## config.mk

```make
export PLATFORM = sky130hd
export DESIGN_NAME = codec_control_port
export DESIGN_NICKNAME = d
export VERILOG_FILES = /design/src/pkg/codec_ctrl_pkg.sv /design/src/hw/button_debounce.sv /design/src/hw/codec_control_port.sv
export SDC_FILE = /design/constraint.sdc
export NUM_CORES = 1
export LEC_CHECK = 0
export ABC_AREA = 1
export BUFFER_PORTS_ARGS = -buffer_cell sky130_fd_sc_hd__buf_2
export CORE_UTILIZATION = 30
export CTS_CLUSTER_SIZE = 10
export DETAILED_ROUTE_END_ITERATION = 7
export SYNTH_ARGS = -nofsm -noshare
export SYNTH_HDL_FRONTEND = slang
export SYNTH_SLANG_ARGS = --single-unit
```

## constraint.sdc

```tcl
create_clock -name i_ref_clk -period 6.7 [get_ports i_ref_clk]
set_clock_uncertainty 0.1 [all_clocks]
set_input_delay 0.335 -clock i_ref_clk [delete_from_list [all_inputs] [get_ports i_ref_clk]]
set_output_delay 0.335 -clock i_ref_clk [all_outputs]
set_load 0.02 [all_outputs]
```

## src/pkg/codec_ctrl_pkg.sv

```systemverilog
package codec_ctrl_pkg;

	// Serial framing
	localparam int          BITS_PER_BYTE    = 8;
	localparam logic [2:0]  LAST_BIT         = 3'h7;

	// Address byte field positions
	localparam int          ADDR_STANDBY_BIT = 7;
	localparam int          ADDR_REG_HI      = 6;
	localparam int          ADDR_REG_LO      = 3;
	localparam int          ADDR_READ_BIT    = 2;
	localparam int          ADDR_MORE_BIT    = 1;

	// Register numbers carried in the address byte
	localparam logic [3:0]  REG_CODING       = 4'h0;
	localparam logic [3:0]  REG_PCM          = 4'h1;
	localparam logic [3:0]  REG_RX_INJECT    = 4'h2;
	localparam logic [3:0]  REG_TX_INJECT    = 4'h3;
	localparam logic [3:0]  REG_AUX_FIRST    = 4'h4;
	localparam logic [3:0]  REG_BUTTON       = 4'ha;
	localparam logic [3:0]  REG_AUX_LAST     = 4'hb;
	localparam logic [3:0]  REG_TEST_FIRST   = 4'hc;
	localparam logic [3:0]  REG_TEST_LAST    = 4'he;

	// coding_config_reg fields
	localparam int          CC_RATE_HI       = 7;
	localparam int          CC_RATE_LO       = 6;
	localparam int          CC_TYPE          = 5;
	localparam int          CC_LAW_HI        = 4;
	localparam int          CC_LAW_LO        = 3;
	localparam int          CC_FORMAT        = 2;
	localparam int          CC_WIDTH         = 1;
	localparam int          CC_LOOP          = 0;

	// pcm_timing_reg fields
	localparam int          PT_TIMING_HI     = 7;
	localparam int          PT_TIMING_LO     = 6;
	localparam int          PT_LATCH         = 5;
	localparam int          PT_RX_SOURCE     = 4;
	localparam int          PT_ENABLE        = 2;
	localparam int          PT_CHANNEL       = 1;
	localparam int          PT_CLK_SOURCE    = 0;

	// button_detect_reg fields
	localparam int          BD_ENABLE        = 7;
	localparam int          BD_LATCH_MODE    = 6;
	localparam int          BD_INVERT        = 5;
	localparam int          BD_PRESSED       = 4;

	// Values after reset
	localparam logic [7:0]  CODING_RST       = 8'h00;
	localparam logic [7:0]  PCM_RST          = 8'h00;
	localparam logic [7:0]  BYTE_RST         = 8'h00;
	localparam logic        STANDBY_RST      = 1'b1;
	localparam logic [3:0]  PIN_SYNC_RST     = 4'h9;

	// Debounce timing
	localparam int          DEBOUNCE_MS      = 50;
	localparam int          REF_CLK_KHZ      = 250000;
	localparam int          DEBOUNCE_CYCLES  = DEBOUNCE_MS * REF_CLK_KHZ;

	typedef enum logic [0:0] {
		PH_ADDR = 1'b0,
		PH_DATA = 1'b1
	} phase_t;

endpackage : codec_ctrl_pkg

```

## src/hw/button_debounce.sv

```systemverilog
`timescale 1ns/1ps
module button_debounce #(
	parameter int STABLE_CYCLES = 12500000,
	parameter int CNT_W         = $clog2(STABLE_CYCLES + 1)
) (
	// Clock and reset
	input  wire logic i_ref_clk,
	input  wire logic i_resetn,
	// Synchronised level in, filtered level out
	input  wire logic i_level,
	output logic      o_level
);

	localparam logic [CNT_W-1:0] CNT_LAST = CNT_W'(STABLE_CYCLES - 1);

	logic [CNT_W-1:0] stable_cnt;

	// Runs whatever the power state; only a full quiet interval moves the output
	always_ff @(posedge i_ref_clk or negedge i_resetn) begin
		if (!i_resetn) begin
			stable_cnt <= '0;
			o_level    <= 1'b1;
		end else if (i_level == o_level) begin
			stable_cnt <= '0;
		end else if (stable_cnt == CNT_LAST) begin
			stable_cnt <= '0;
			o_level    <= i_level;
		end else begin
			stable_cnt <= stable_cnt + CNT_W'(1);
		end
	end

endmodule : button_debounce

```

## src/hw/codec_control_port.sv

```systemverilog
`timescale 1ns/1ps
module codec_control_port #(
	parameter int DEBOUNCE_CYCLES = codec_ctrl_pkg::DEBOUNCE_CYCLES
) (
	// Clock and reset
	input  wire logic       i_ref_clk,
	input  wire logic       i_resetn,
	// Serial control port
	input  wire logic       i_ctrl_select_n,
	input  wire logic       i_ctrl_clk,
	input  wire logic       i_ctrl_serial_in,
	output logic            o_ctrl_serial_out,
	output logic            o_ctrl_serial_out_oe_n,
	// Receive and transmit voice paths
	input  wire logic [7:0] i_rx_byte,
	input  wire logic       i_rx_byte_valid,
	output logic [7:0]      o_rx_inject,
	output logic [7:0]      o_tx_inject,
	output logic            o_tx_inject_load,
	// Headset button
	input  wire logic       i_button_in,
	output logic            o_button_out,
	// Power and configuration
	output logic            o_standby,
	output logic [1:0]      o_clk_rate_sel,
	output logic            o_code_type_sel,
	output logic [1:0]      o_code_law_sel,
	output logic            o_slot_format_sel,
	output logic            o_slot_width_sel,
	output logic            o_loopback_sel,
	output logic [1:0]      o_frame_timing_sel,
	output logic            o_aux_latch_out,
	output logic            o_rx_source_sel,
	output logic            o_voice_enable,
	output logic            o_channel_sel,
	output logic            o_clock_source_sel
);

	import codec_ctrl_pkg::*;

	logic [3:0] pin_s1;
	logic [3:0] pin_s2;
	logic       cclk_prev;
	logic       csn_s2;
	logic       cclk_s2;
	logic       ci_s2;
	logic       btn_s2;
	logic       sel_active;
	logic       clk_rise;
	logic       clk_fall;

	logic [7:0] shift_in;
	logic [2:0] bit_cnt;
	logic [7:0] next_byte;
	logic       byte_done;
	phase_t     phase;
	logic [3:0] cur_reg;
	logic       cur_read;
	logic       addr_done;
	logic       addr_starts_read;
	logic       write_stb;
	logic [7:0] out_shift;
	logic [7:0] rd_byte;
	logic [3:0] rd_sel;

	logic [7:0] coding_config_reg;
	logic [7:0] pcm_timing_reg;
	logic [7:0] rx_last;
	logic [7:0] aux_mem [REG_AUX_FIRST:REG_AUX_LAST];
	logic       bd_enable;
	logic       bd_latch_mode;
	logic       bd_invert;
	logic       pressed_latch;
	logic       stable_level;
	logic       deb_pressed;
	logic       shown_pressed;

	// Every pin is asynchronous to the reference clock
	always_ff @(posedge i_ref_clk or negedge i_resetn) begin
		if (!i_resetn) begin
			pin_s1 <= PIN_SYNC_RST;
			pin_s2 <= PIN_SYNC_RST;
		end else begin
			pin_s1 <= {i_ctrl_select_n, i_ctrl_clk, i_ctrl_serial_in, i_button_in};
			pin_s2 <= pin_s1;
		end
	end

	assign csn_s2  = pin_s2[3];
	assign cclk_s2 = pin_s2[2];
	assign ci_s2   = pin_s2[1];
	assign btn_s2  = pin_s2[0];

	always_ff @(posedge i_ref_clk or negedge i_resetn) begin
		if (!i_resetn) begin
			cclk_prev <= 1'b0;
		end else begin
			cclk_prev <= cclk_s2;
		end
	end

	assign sel_active = !csn_s2;
	assign clk_rise   = cclk_s2 && !cclk_prev;
	assign clk_fall   = !cclk_s2 && cclk_prev;
	assign next_byte  = {shift_in[6:0], ci_s2};
	assign byte_done  = sel_active && clk_rise && (bit_cnt == LAST_BIT);

	// A deselect mid-byte drops the partial bits; the byte phase is kept
	always_ff @(posedge i_ref_clk or negedge i_resetn) begin
		if (!i_resetn) begin
			shift_in <= BYTE_RST;
			bit_cnt  <= '0;
		end else if (!sel_active) begin
			bit_cnt  <= '0;
		end else if (clk_rise) begin
			shift_in <= next_byte;
			bit_cnt  <= bit_cnt + 3'h1;
		end
	end

	assign addr_done        = byte_done && (phase == PH_ADDR);
	assign addr_starts_read = addr_done && next_byte[ADDR_MORE_BIT] && next_byte[ADDR_READ_BIT];
	assign write_stb        = byte_done && (phase == PH_DATA) && !cur_read;
	assign rd_sel           = next_byte[ADDR_REG_HI:ADDR_REG_LO];

	// The second byte may follow in the same select or in a fresh one
	always_ff @(posedge i_ref_clk or negedge i_resetn) begin
		if (!i_resetn) begin
			phase    <= PH_ADDR;
			cur_reg  <= '0;
			cur_read <= 1'b0;
		end else if (byte_done) begin
			case (phase)
				PH_ADDR: begin
					if (next_byte[ADDR_MORE_BIT]) begin
						phase    <= PH_DATA;
						cur_reg  <= next_byte[ADDR_REG_HI:ADDR_REG_LO];
						cur_read <= next_byte[ADDR_READ_BIT];
					end
				end
				PH_DATA: begin
					phase <= PH_ADDR;
				end
				default: begin
					phase <= PH_ADDR;
				end
			endcase
		end
	end

	always_ff @(posedge i_ref_clk or negedge i_resetn) begin
		if (!i_resetn) begin
			o_standby <= STANDBY_RST;
		end else if (addr_done) begin
			o_standby <= next_byte[ADDR_STANDBY_BIT];
		end
	end

	// Read-back source, chosen while the address byte completes
	always_comb begin
		rd_byte = BYTE_RST;
		if (rd_sel == REG_CODING) begin
			rd_byte = coding_config_reg;
		end else if (rd_sel == REG_PCM) begin
			rd_byte = pcm_timing_reg;
		end else if (rd_sel == REG_RX_INJECT) begin
			rd_byte = rx_last;
		end else if (rd_sel == REG_BUTTON) begin
			rd_byte = {bd_enable, bd_latch_mode, bd_invert, pressed_latch, 4'h0};
		end else if (rd_sel >= REG_AUX_FIRST && rd_sel <= REG_AUX_LAST) begin
			rd_byte = aux_mem[rd_sel];
		end else begin
			// Transmit injection, test registers and code 15 read as zero
			rd_byte = BYTE_RST;
		end
	end

	// The falling edge that closes the address byte already presents bit 7
	always_ff @(posedge i_ref_clk or negedge i_resetn) begin
		if (!i_resetn) begin
			out_shift         <= BYTE_RST;
			o_ctrl_serial_out <= 1'b0;
		end else if (addr_starts_read) begin
			out_shift <= rd_byte;
		end else if (sel_active && clk_fall && phase == PH_DATA && cur_read) begin
			o_ctrl_serial_out <= out_shift[7];
			out_shift         <= {out_shift[6:0], 1'b0};
		end
	end

	always_ff @(posedge i_ref_clk or negedge i_resetn) begin
		if (!i_resetn) begin
			o_ctrl_serial_out_oe_n <= 1'b1;
		end else begin
			o_ctrl_serial_out_oe_n <= !(sel_active && phase == PH_DATA && cur_read);
		end
	end

	always_ff @(posedge i_ref_clk or negedge i_resetn) begin
		if (!i_resetn) begin
			coding_config_reg <= CODING_RST;
		end else if (write_stb && cur_reg == REG_CODING) begin
			coding_config_reg <= next_byte;
		end
	end

	always_ff @(posedge i_ref_clk or negedge i_resetn) begin
		if (!i_resetn) begin
			pcm_timing_reg <= PCM_RST;
		end else if (write_stb && cur_reg == REG_PCM) begin
			pcm_timing_reg <= next_byte;
		end
	end

	always_ff @(posedge i_ref_clk or negedge i_resetn) begin
		if (!i_resetn) begin
			o_rx_inject <= BYTE_RST;
		end else if (write_stb && cur_reg == REG_RX_INJECT) begin
			o_rx_inject <= next_byte;
		end
	end

	always_ff @(posedge i_ref_clk or negedge i_resetn) begin
		if (!i_resetn) begin
			rx_last <= BYTE_RST;
		end else if (i_rx_byte_valid) begin
			rx_last <= i_rx_byte;
		end
	end

	always_ff @(posedge i_ref_clk or negedge i_resetn) begin
		if (!i_resetn) begin
			o_tx_inject      <= BYTE_RST;
			o_tx_inject_load <= 1'b0;
		end else begin
			o_tx_inject_load <= write_stb && cur_reg == REG_TX_INJECT;
			if (write_stb && cur_reg == REG_TX_INJECT) begin
				o_tx_inject <= next_byte;
			end
		end
	end

	// Plain byte storage for the audio registers kept only for read-back
	always_ff @(posedge i_ref_clk or negedge i_resetn) begin
		if (!i_resetn) begin
			for (int i = REG_AUX_FIRST; i <= REG_AUX_LAST; i++) begin
				aux_mem[i] <= BYTE_RST;
			end
		end else if (write_stb && cur_reg >= REG_AUX_FIRST && cur_reg <= REG_AUX_LAST
				&& cur_reg != REG_BUTTON) begin
			aux_mem[cur_reg] <= next_byte;
		end
	end

	always_ff @(posedge i_ref_clk or negedge i_resetn) begin
		if (!i_resetn) begin
			bd_enable     <= 1'b0;
			bd_latch_mode <= 1'b0;
			bd_invert     <= 1'b0;
		end else if (write_stb && cur_reg == REG_BUTTON) begin
			bd_enable     <= next_byte[BD_ENABLE];
			bd_latch_mode <= next_byte[BD_LATCH_MODE];
			bd_invert     <= next_byte[BD_INVERT];
		end
	end

	button_debounce #(
		.STABLE_CYCLES (DEBOUNCE_CYCLES)
	) u_debounce (
		.i_ref_clk (i_ref_clk),
		.i_resetn  (i_resetn),
		.i_level   (btn_s2),
		.o_level   (stable_level)
	);

	assign deb_pressed = !stable_level;

	// A press seen in the same cycle as a clearing write still sets the flag
	always_ff @(posedge i_ref_clk or negedge i_resetn) begin
		if (!i_resetn) begin
			pressed_latch <= 1'b0;
		end else if (bd_enable && deb_pressed) begin
			pressed_latch <= 1'b1;
		end else if (write_stb && cur_reg == REG_BUTTON) begin
			pressed_latch <= 1'b0;
		end
	end

	assign shown_pressed = bd_latch_mode ? pressed_latch : deb_pressed;

	// Standby does not gate the monitor; a disabled monitor reports released
	always_ff @(posedge i_ref_clk or negedge i_resetn) begin
		if (!i_resetn) begin
			o_button_out <= 1'b0;
		end else if (bd_enable) begin
			o_button_out <= shown_pressed ^ bd_invert;
		end else begin
			o_button_out <= bd_invert;
		end
	end

	assign o_clk_rate_sel     = coding_config_reg[CC_RATE_HI:CC_RATE_LO];
	assign o_code_type_sel    = coding_config_reg[CC_TYPE];
	assign o_code_law_sel     = coding_config_reg[CC_LAW_HI:CC_LAW_LO];
	assign o_slot_format_sel  = coding_config_reg[CC_FORMAT];
	assign o_slot_width_sel   = coding_config_reg[CC_WIDTH];
	assign o_loopback_sel     = coding_config_reg[CC_LOOP];
	assign o_frame_timing_sel = pcm_timing_reg[PT_TIMING_HI:PT_TIMING_LO];
	assign o_aux_latch_out    = !pcm_timing_reg[PT_LATCH];
	// Injected receive data only makes sense for companded code
	assign o_rx_source_sel    = pcm_timing_reg[PT_RX_SOURCE] & coding_config_reg[CC_TYPE];
	assign o_voice_enable     = pcm_timing_reg[PT_ENABLE];
	assign o_channel_sel      = pcm_timing_reg[PT_CHANNEL] & coding_config_reg[CC_TYPE];
	assign o_clock_source_sel = pcm_timing_reg[PT_CLK_SOURCE];
endmodule : codec_control_port

```

# Yosys cells after proc, flatten, opt, wreduce, memory -nomap -nowiden
# Index checks and enable logic that the tools add are counted.
[word_totals] elab_cells=126 register_bits=171 out_inout_bits=36
[op_classes] magnitude_cmp=7 n_eq_ne=11 n_addsub=2 muxes=23 n_reduce_logical=41 bitwise=9
[ops] operator="$mux 8" count=10
[ops] operator="$bwmux 64" count=1
[ops] operator="$mux 24" count=2
[ops] operator="$bmux 8 s4" count=1
[ops] operator="$demux 8 s4" count=1
[ops] operator="$logic_and 1x1->1" count=25
[ops] operator="$add 24x1->24 const B" count=1
[ops] operator="$eq 24x24->1 const B" count=1
[ops] operator="$eq 4x2->1 const B" count=3
[ops] operator="$ge 5x5->1 const B" count=2
[ops] operator="$not 4->5" count=2
[ops] operator="$eq 4x1->1 const B" count=2
[ops] operator="$eq 4x4->1 const B" count=2
[ops] operator="$ge 4x3->1 const B" count=2
[ops] operator="$le 4x4->1 const B" count=2
[ops] operator="$logic_not 4->1" count=2
[ops] operator="$logic_not 1->1" count=7
[ops] operator="$mux 3" count=2
[ops] operator="$reduce_and 2->1" count=3
[ops] operator="$reduce_bool 2->1" count=3
[ops] operator="$lt 5x1->1 const B" count=1
[ops] operator="$mux 1" count=5
[ops] operator="$ne 4x4->1 const B" count=1
[ops] operator="$not 1->1" count=4
[ops] operator="7 further kinds" count=8

# Logic depth before layout (Yosys ltp)
# Gate-level depths: netlist of the first run.
[logic_depth] depth_word=10 mapped_depth=16 ltp_nobuf=15

# Modules after synthesis
# A second synthesis of the first run with hierarchy kept.
[hier_totals] cells_unflattened=955 area_unflattened_um2=7983.9
[by_module_without_submodules] mod="codec_control_port" area_each_um2=6550.0 cells_each=774 n_inst=1 seq_area_each_um2=3661.0
[by_module_without_submodules] mod="button_debounce" area_each_um2=1433.9 cells_each=181 n_inst=1 seq_area_each_um2=626.9

# Worst setup path after synthesis of the first run
# OpenSTA, ideal clock, no wires.
[synth_timing] kind="register -> register" from="register shift_in[4]" to="register out_shift[4]" path_slack_ns=4.395 setup_ns=0.116 arrival_time_ns=2.089 stages_incl_launch_ff=15 required_time_ns=6.484 synth_period_minus_slack_ns=2.305 path_buffers=3 cell_sequence="dfrtp_1 > inv_1 > clkbuf_1 > clkbuf_1 > ha_1 > inv_1 > nor2_1 > inv_1 > clkbuf_1 > nor2_1 > nor2_1 > nand2_1 > nand2_1 > nand2_1 > nand2_1"
[synth_between] elab_chain_cells=10
[synth_rtl] element="start: declaration" line_no="codec_control_port.sv:52" source="logic [7:0] shift_in;"
[synth_rtl] element="start signal: assignment" line_no="codec_control_port.sv:116" source="shift_in <= next_byte;"
[synth_rtl] element="$not 4->5 (not written as such)" line_no="codec_control_port.sv:171" source="rd_byte = aux_mem[rd_sel];"
[synth_rtl] element="$bmux 8 s4" line_no="codec_control_port.sv:171"
[synth_rtl] element="$mux 8 (not written as such) (2 in a row)" line_no="codec_control_port.sv:171"
[synth_rtl] element="$mux 8" line_no="codec_control_port.sv:170" source="end else if (rd_sel >= REG_AUX_FIRST && rd_sel <= REG_AUX_LAST) begin"
[synth_rtl] element="$mux 8" line_no="codec_control_port.sv:168" source="end else if (rd_sel == REG_BUTTON) begin"
[synth_rtl] element="$mux 8" line_no="codec_control_port.sv:166" source="end else if (rd_sel == REG_RX_INJECT) begin"
[synth_rtl] element="$mux 8" line_no="codec_control_port.sv:164" source="end else if (rd_sel == REG_PCM) begin"
[synth_rtl] element="$mux 8 (*)" line_no="codec_control_port.sv:162" source="if (rd_sel == REG_CODING) begin"
[synth_rtl] element="$mux 8 (*)" line_no="codec_control_port.sv:183" source="end else if (addr_starts_read) begin"
[synth_rtl] element="end signal: assignment" line_no="codec_control_port.sv:184" source="out_shift <= rd_byte;"
[synth_rtl] element="end signal: assignment" line_no="codec_control_port.sv:187" source="out_shift <= {out_shift[6:0], 1'b0};"
[synth_rtl] element="end: declaration" line_no="codec_control_port.sv:62" source="logic [7:0] out_shift;"
# Mark *: on every way between the ends. The rest lies on a longest branch, timed or not. The select of a mux whose other input is x is not followed.
# A chain may end at the register's enable or synchronous reset.

# Worst setup path after layout of the first run
[layout_timing] from="register shift_in[2]" to="register out_shift[3]"
# The elaborated chain is that of the path after synthesis.

==> flow_summary.yaml, run 1 <==
outcome:
  status: "finished, violations left"
  violations: "DRC"
yosys:
  synth_seq_area_share_pct: 53.07
  ys_types: 40
  ys_ff_latch: 171
  netlist_top_cells_area: "dfrtp_1, nand2_1, inv_1"
  synthArstFlopShare_pct: 100.0
  ys.flop_type: "dfrtp_1"
  syn_area_per_cell_um2: 8.270
  syn_area_mm2: 0.008080
  synth_top_area_share_pct: 50.79
  synth_edf_count: 0
  yosys_warnings: 0
  synth_area_leader_cell: "dfrtp_1"
  netlist_instances: 977
  syn_nets: 997
floorplanning:
  core_mm2: 0.02621
  die_width_um: 166.1
  ios: 51
  die_h_um: 166.1
  initial_core_util_pct: 30.83
  dieArea_mm2: 0.02759
  std_cell_rows: 59
hold_path:
  hold_depth: 3
  hold_path.class: "primary input to flop"
critical_path:
  cp.required_ns: 6.93
  r2r_cells: 11
  start_kind: "flop"
  path_class: "flop to flop"
  max_stage_delay_ns: 0.68
  crit_path_top_delay_cell: "nor2_1"
  cpMostUsedCell: "nand2_1"
  cp.arrival_ns: 3.17
  end_kind: "flop"
  path_max_fanout: 34
  worstPathCellList: "buf_4 > inv_2 > nor2_1 > inv_1 > nor2_1 > inv_1 > or2_2 > nand2_1 > nand2_1 > nand2_1 > nand2_1"
clock_network:
  clk_latency_ns: 0.44
  cts_num_sinks: 171
  cts_max_path_buffers: 2
  cts_setup_buffers: 0
  htree_num_levels: 4
  cts_tree: "yes"
  cts_root_buffer: "clkbuf_16"
  cts_buffers: 17
  path_clk_slew_ns: 0.07
sta:
  hold_violations: 0
  maxSlewViolCount: 0
  final.min_clock_period_ns: 2.943
  setup_viol: 0
  fmaxAchievable_mhz: 339.7
  period_share_pct: 43.93
  setup_tns_ns: 0
  rsz0062_at_grt: "no"
  tightest_slew_ns: 0.9748
  slew_headroom_pct: 35.01
drt:
  wirelength_um: 19370
  wl_met3_um: 761
  via_per_inst: 4.611
  vias: 6257
  wire_per_inst_um: 14.27
  drc: 1
  dr.first_iter.drc_count: 407
  first_pass_iters: 7
  route.met2.wl_um: 9021
  ant_nets: 0
  highest_layer: "met4"
  wl_met1_um: 9194
layout:
  drive_gt1_share_pct: 14.19
  largest_register_ff_count: 64
  syn_to_final_growth_pct: 13.78
  largest_register: "aux_mem"
  nFillCells: 2683
  reg_top3: "aux_mem x64, u_debounce.stable_cnt x24"
  fin_nets: 1029
  n_antenna_cell: 0
power:
  vdd_ir_drop_max_mv: 0.1659
  pwr_density_cell_mw_per_mm2: 262.0
  power.total_w: 0.002409
  p_leak_nw: 4.465
place:
  hpwl_um: 13220
  place_congestion: 0.8531
  io_buffers: 50
flow_run:
  cap_violations: 0
grt:
  grt_pass1_wl_um: 32650
  grt_pass1_vias: 6114
  antenna_found_initial: 0
  grt_max_degree: 76
  grt-ovfl-total: 0
  grt_usage_pct: 14.88
[path summary, 6_finish.rpt]
path / endpoint / slack (ns) / startpoint
worst min register to register: pin_s2[1] / 0.25 / pin_s1[1]
worst min-delay path: rx_last[3] / 0.01 / i_rx_byte[3]
max in group asynchronous: aux_mem[54] / 4.95 / i_resetn
min in group asynchronous: u_debounce.stable_cnt[12] / 0.24 / i_resetn
worst max-delay path: out_shift[3] / 3.76 / shift_in[2]
worst max register to register: out_shift[3] / 3.76 / shift_in[2]
[worst max-delay path: cells and delay by family (launching register included)]
| kind | cells | cell delay [ns] |
|---|---|---|
| AND/OR/NAND/NOR | 7 | 1.43 |
| buffers and inverters | 4 | 0.97 |
| flip-flops | 1 | 0.33 |
[through the flow]
step	setup slack [ns]	instances	utilization (%)	hold WS [ns]	area (um2)
CTS	3.761	1357	35.08	0.004575	9194
global placement	3.751	1320	32.52	0.1459	8522
detailed placement	3.778	1320	32.52	0.1467	8522
finish	3.757	1357	35.08	0.01254	9194
floorplan	4.395	977	-	-0.06059	8080
global route	3.470	1357	35.08	0.007303	9194
[kinds of logic (layout without fill, tap and decap cells)]
logic type | count (synthesis) | in the layout | synth area share [%]
XOR/XNOR | 5 | 5 | 0.5419
multiplexers | 5 | 5 | 0.6968
AO/OA/AOI/OAI | 169 | 169 | 11.24
AND/OR/NAND/NOR | 454 | 454 | 24.70
buffers and inverters | 168 | 213 | 8.981
adder cells (fa/ha/maj) | 5 | 5 | 0.7742
flip-flops | 171 | 171 | 53.07
[per-layer routing]
| metal | track usage (%) | up-vias |
|---|---|---|
| met4 | 4.998 | 0 |
| met1 | 20.03 | 2939 |
| met3 | 3.194 | 29 |
| met5 | 0 | - |
| li1 | - | 3174 |
| met2 | 23.74 | 115 |
[layout by cell type (no fill, tap or decap), types with 5 or more instances in the layout]
master         Yosys  routed
a21oi_1           28      28
buf_2              7      49
buf_4              5       5
clkbuf_16          0      17
dfrtp_1          164     164
dfstp_2            7       7
dlygate4sd3_1      0       5
ha_1               5       5
inv_1            115     115
inv_2              6       6
inv_8              0       6
mux2_2             5       5
nand2_1          290     290
nand2_2           10      10
nand3_1           39      39
nand4_1            8       8
nor2_1            66      66
nor2_2             5       5
nor3_1            12      12
nor3_4             6       6
nor4_1             6       6
o21ai_0           53      53
o21ai_1           65      65
o21ai_2            8       8
o22ai_1            6       6
xor2_1             5       5
[cell type report]
cell class,instances,area [um2],area share (%)
inverter,121,454.2,4.940
tap,335,419.2,4.559
clock buffer,17,425.4,4.627
timing repair buffer,60,344.1,3.743
clock inverter,15,196.4,2.137
multi-input combinational,638,3067,33.36
sequential,171,4288,46.64
[repair_timing]
action                                 CTS  global route
endpoints found under the hold margin   36             0
hold buffers                             5             0
resized for setup                        0             0
[cells in the mapped netlist (6+ instances only)]
cell type,n
nand4_1,8
buf_2,7
nand2_1,290
nor2_1,66
dfrtp_1,164
inv_1,115
o21ai_1,65
o22ai_1,6
buf_6,9
dfstp_2,7
o21ai_2,8
nor4_1,6
inv_2,6
nand2_2,10
o21ai_0,53
clkbuf_1,23
nor3_1,12
nor3_4,6
nand3_1,39
a21oi_1,28
[report_power, final]
part / switching [W] / internal, W / leakage (nW)
Clock: 0.000476 / 0.000543 / 0.301
Combinational: 0.000243 / 0.0000747 / 1.84
Sequential: 0.0000196 / 0.00105 / 2.33
Total: 0.000740 / 0.00167 / 4.46
No activity file was read; power rests on OpenSTA's default activity.
==> run 2: changes to the inputs <==
- ABC_AREA: 1 -> 0
- clock period: 6.7 -> 2.86 ns (I/O delays scaled with it)
==> flow_summary.yaml, run 2 <==
power:
  clkPwrFrac_pct: 40.4
  seqPwrFrac_pct: 45.1
  pwr_density_cell_mw_per_mm2: 642.9
  p_sw_share_pct: 30.22
  p_comb_share_pct: 14.6
  vdd_ir_drop_max_mv: 0.3533
  power_switching_w: 0.001771
  p_leak_nw: 4.313
  p_int_w: 0.004089
critical_path:
  end_kind: "flop"
  max_stage_delay_ns: 0.45
  path_max_fanout: 8
  crit_path_top_delay_cell: "mux2_1"
  cp.buffers_inverters: 0
  reg2reg_from: "bit_cnt[0]"
  cp.arrival_ns: 2.62
  worstPathCellList: "ha_1 > ha_1 > nand4bb_1 > nor4b_2 > nand3_1 > mux2_1"
  path_class: "flop to flop"
  start_kind: "flop"
  cpMostUsedCell: "ha_1"
  crit_start: "bit_cnt[0]"
  cp.required_ns: 3.07
  cp_top_family: "simple AND/OR/NAND/NOR gates"
yosys:
  synth_area_leader_cell: "dfrtp_1"
  yosys_warnings: 0
  ys.flop_type: "dfrtp_1"
  synth_most_common_cell: "dfrtp_1"
  synthArstFlopShare_pct: 100.0
  syn_area_per_cell_um2: 12.13
  netlist_instances: 635
  synth_seq_area_share_pct: 55.68
  syn_nets: 655
  syn_area_mm2: 0.007701
  ys_types: 47
  synth_edf_count: 0
  ys_ff_latch: 171
  synth_commonest_cells: "dfrtp_1, mux2_2, nand2_1"
  synth_top_area_share_pct: 53.29
  netlist_top_cells_area: "dfrtp_1, mux2_2, mux2_1"
layout:
  mostFrequentLayoutCells: "dfrtp_1, mux2_2, buf_2"
  largest_register_ff_count: 64
  fin_cells: 1038
  reg_top3: "aux_mem x64, u_debounce.stable_cnt x24"
  drive_gt1_share_pct: 26.84
  fin_nets: 715
  n_antenna_cell: 0
  syn_to_final_growth_pct: 18.36
  mostFrequentLayoutCell: "dfrtp_1"
  nFillCells: 2496
  largest_register: "aux_mem"
sta:
  layout_setup_ws_ns: 0.4478
  period_share_pct: 84.34
  setup_tns_ns: 0
  final.min_clock_period_ns: 2.412
  maxSlewViolCount: 0
  rsz0062_at_grt: "no"
  tightest_slew_ns: 0.7401
  fmaxAchievable_mhz: 414.6
  setup_viol: 0
  hold_violations: 0
  whs_ns: 0.0001083
  slew_headroom_pct: 50.48
floorplanning:
  initial_core_util_pct: 30.58
  core_mm2: 0.02518
  dieArea_mm2: 0.02632
  die_h_um: 162.2
  std_cell_rows: 58
  ios: 51
  die_width_um: 162.2
drt:
  ant_nets: 0
  via_per_inst: 4.814
  first_pass_iters: 5
  vias: 4997
  dr.first_iter.drc_count: 302
  drc: 0
  wirelength_um: 17400
  wire_per_inst_um: 16.77
place:
  hpwl_um: 11980
  place_congestion: 0.7852
  dp.cells: 990
  io_buffers: 50
  dpl_worst_slack_ns: 0.4481
clock_network:
  htree_num_levels: 4
  path_clk_slew_ns: 0.07
  clk_latency_ns: 0.44
  cts_max_path_buffers: 2
  cts_setup_buffers: 0
  cts_hold_buf: 16
  cts_buffers: 17
  cts_root_buffer: "clkbuf_16"
  cts_resized: 0
  cts_num_sinks: 171
  cts_tree: "yes"
hold_path:
  min_from: "i_rx_byte_valid"
  hold_path.class: "primary input to flop"
grt:
  grt_max_degree: 60
  grt_usage_pct: 14.13
  grt-ovfl-total: 0
  grt_pass1_wl_um: 28570
  antenna_found_initial: 0
  grt_pass1_vias: 5104
flow_run:
  cap_violations: 0
outcome:
  status: "finished clean"
==> run 2: cell types whose count changed in the layout (fill, tap and decap cells not counted), moves of 11 or more <==
| cell | delta |
|---|---|
| nor2_1 | -35 |
| mux2i_1 | +35 |
| mux2_2 | +67 |
| nand3_1 | -20 |
| dlygate4sd3_1 | +11 |
| nand2_1 | -246 |
| inv_1 | -98 |
| mux2_1 | +33 |
| o21ai_0 | -39 |
| o21ai_1 | -65 |
==> run 2: worst paths after layout <==
kind                                to  slack (ns)  cells after the start
min in group asynchronous  aux_mem[55]        0.14                      2
max in group asynchronous    pin_s2[3]        1.67                      3
max reg2reg                 aux_mem[2]        0.45                      6
min                         rx_last[5]      0.0001                      2
max                         aux_mem[2]        0.45                      6
min reg2reg                  pin_s2[1]        0.25                      0
==> run 2: cells by family after synthesis <==
logic type	share of synthesized area [%]
AOI/OAI and AO/OA	5.865
and+or+nand+nor	11.76
DFF	55.68
buffers and inverters	2.989
xor gates and xnor gates	1.820
adders and majority gates	0.8123
muxes	21.07
==> run 2: final cells by class <==
class	count	area [um2]	share of cell area, %
well taps	330	412.9	4.530
clock inverters	14	172.7	1.894
clock buffers	18	439.2	4.818
repair buffers	82	549.3	6.026
flip-flops and latches	171	4289	47.06
multi-input cells	406	3188	34.98
inverters	17	63.81	0.7001
==> run 2: through the flow <==
step	power [W]	instance area (um2)	utilization [%]
2_1_floorplan	0.003171	7701	-
3_3_place_gp	0.003531	8343	33.13
3_5_place_dp	0.003529	8343	33.13
4_1_cts	0.005929	9115	36.20
5_1_grt	0.006119	9115	36.20
6_report	0.005860	9115	36.20
==> run 2: layer usage <==
layer  wire length [um]  track usage, %  vias to the layer above
met2               7826           21.27                       79
met5                  0               0                        -
met1               8685           20.13                     2510
li1                   -               -                     2394
met3                704           3.320                       14
met4                186           3.988                        0
==> run 2: power groups by stage <==
stage          registers (W)  logic (W)  clock network [W]
5_1_grt              0.00266   0.000937            0.00252
6_report             0.00264   0.000853            0.00237
2_1_floorplan        0.00256   0.000615                  0
4_1_cts              0.00265   0.000859            0.00242
3_3_place_gp         0.00269   0.000841                  0
3_5_place_dp         0.00269   0.000835                  0
==> run 3: changes to the inputs <==
- clock period: 2.86 -> 2.1 ns (I/O delays scaled with it)
==> flow_summary.yaml, run 3 (synthesis results as in run 2) <==
critical_path:
  worstPathCellList: "ha_1 > ha_4 > nand4bb_4 > nor4b_4 > buf_4 > nand2_2 > mux2_1"
  start_kind: "flop"
  max_stage_delay_ns: 0.36
  cp.required_ns: 2.31
  cp.buffers_inverters: 1
  cp_top_family: "simple AND/OR/NAND/NOR gates"
  path_max_fanout: 8
  crit_path_top_delay_cell: "dfrtp_1"
  cp.arrival_ns: 2.30
  end_kind: "flop"
  path_class: "flop to flop"
layout:
  drive_gt1_share_pct: 30.77
  largest_register: "aux_mem"
  syn_to_final_growth_pct: 23.96
  stdcell_area_mm2: 0.009547
  fin_cells: 1071
  n_antenna_cell: 0
  reg_top3: "aux_mem x64, u_debounce.stable_cnt x24"
  nFillCells: 2415
  fin_nets: 748
  mostFrequentLayoutCells: "dfrtp_1, mux2_2, buf_2"
  largest_register_ff_count: 64
  mostFrequentLayoutCell: "dfrtp_1"
drt:
  via_per_inst: 4.786
  first_pass_iters: 7
  vias: 5126
  ant_nets: 0
  wire_per_inst_um: 16.21
  drc: 0
  wirelength_um: 17360
  wl_met3_um: 464
  wl_met1_um: 8669
  route.met2.wl_um: 8043
  dr.first_iter.drc_count: 290
  highest_layer: "met4"
clock_network:
  clk_latency_ns: 0.43
  cts_num_sinks: 171
  path_clk_slew_ns: 0.07
  htree_num_levels: 4
  cts_root_buffer: "clkbuf_16"
  cts_setup_buffers: 0
  cts_max_path_buffers: 2
  cts_tree: "yes"
  cts_buffers: 17
sta:
  layout_setup_ws_ns: 0.01093
  setup_viol: 0
  tightest_slew_ns: 0.6030
  rsz0062_at_grt: "yes"
  period_share_pct: 99.48
  maxSlewViolCount: 0
  setup_tns_ns: 0
  hold_violations: 0
  fmaxAchievable_mhz: 478.7
  final.min_clock_period_ns: 2.089
  slew_headroom_pct: 59.80
flow_run:
  cap_violations: 0
place:
  io_buffers: 50
  dpl_worst_slack_ns: -0.1334
  place_area_mm2: 0.008707
  hpwl_um: 11980
  dp.cells: 1020
  place_congestion: 0.8082
power:
  seqPwrFrac_pct: 45.0
  p_leak_nw: 4.531
  p_int_w: 0.005553
  pwr_density_cell_mw_per_mm2: 825.7
  p_comb_share_pct: 16.5
  power_switching_w: 0.002329
  p_sw_share_pct: 29.55
  clkPwrFrac_pct: 38.5
  vdd_ir_drop_max_mv: 0.5525
hold_path:
  hold_path.class: "primary input to flop"
floorplanning:
  die_h_um: 162.2
  dieArea_mm2: 0.02632
  core_mm2: 0.02518
  initial_core_util_pct: 30.58
  die_width_um: 162.2
  ios: 51
  std_cell_rows: 58
grt:
  grt_usage_pct: 14.19
  grt_max_degree: 55
  antenna_found_initial: 0
  grt_pass1_vias: 5175
  grt-ovfl-total: 0
  grt_pass1_wl_um: 28740
outcome:
  status: "finished clean"
run 3: what timing repair did:
item	CTS	global route
setup endpoints to repair	55	83
cloned	0	0
hold buffers	19	0
gates resized for setup	4	8
hold endpoints to repair	176	0
pin swaps	1	1
run 3: path summary, 6_finish.rpt:
path,startpoint,to,slack [ns],depth (start not counted)
max in group asynchronous,i_resetn,pin_s2[3],1.15,3
max,bit_cnt[0],aux_mem[28],0.01,7
min in group asynchronous,i_resetn,aux_mem[51],0.08,2
min reg2reg,pin_s1[1],pin_s2[1],0.25,0
max reg2reg,bit_cnt[0],aux_mem[28],0.01,7
min,i_rx_byte_valid,rx_last[3],0.02,2
run 3: routing by layer:
| metal | GRT usage, % | vias up |
|---|---|---|
| met5 | 0 | - |
| met4 | 4.031 | 0 |
| met3 | 2.783 | 9 |
| met2 | 21.48 | 72 |
| met1 | 20.47 | 2587 |
| li1 | - | 2458 |
run 3: stage by stage:
stage / power (W) / hold slack (ns) / utilization (%)
after floorplan: 0.004321 / -0.2906 / -
after global placement: 0.004878 / -0.03798 / 34.58
after detailed placement: 0.004882 / -0.04000 / 34.58
after CTS: 0.007976 / 0.01458 / 37.74
after global routing: 0.008257 / 0.02695 / 37.91
final: 0.007882 / 0.02168 / 37.91
run 3: layout make-up:
type | instances | area (um2) | area share, %
Tap cell | 330 | 412.9 | 4.325
Multi-Input combinational cell | 406 | 3262 | 34.17
Sequential cell | 171 | 4289 | 44.93
Timing Repair Buffer | 115 | 942.2 | 9.869
Clock inverter | 13 | 123.9 | 1.298
Inverter | 17 | 63.81 | 0.6684
Clock buffer | 19 | 452.9 | 4.744
run 3: power by group through the flow:
stage / Combinational [W] / Clock [W] / Sequential [W]
floorplan: 0.000840 / 0 / 0.00348
global placement: 0.00127 / 0 / 0.00361
detailed placement: 0.00127 / 0 / 0.00361
CTS: 0.00131 / 0.00312 / 0.00355
global route: 0.00142 / 0.00327 / 0.00356
finish: 0.00130 / 0.00304 / 0.00354
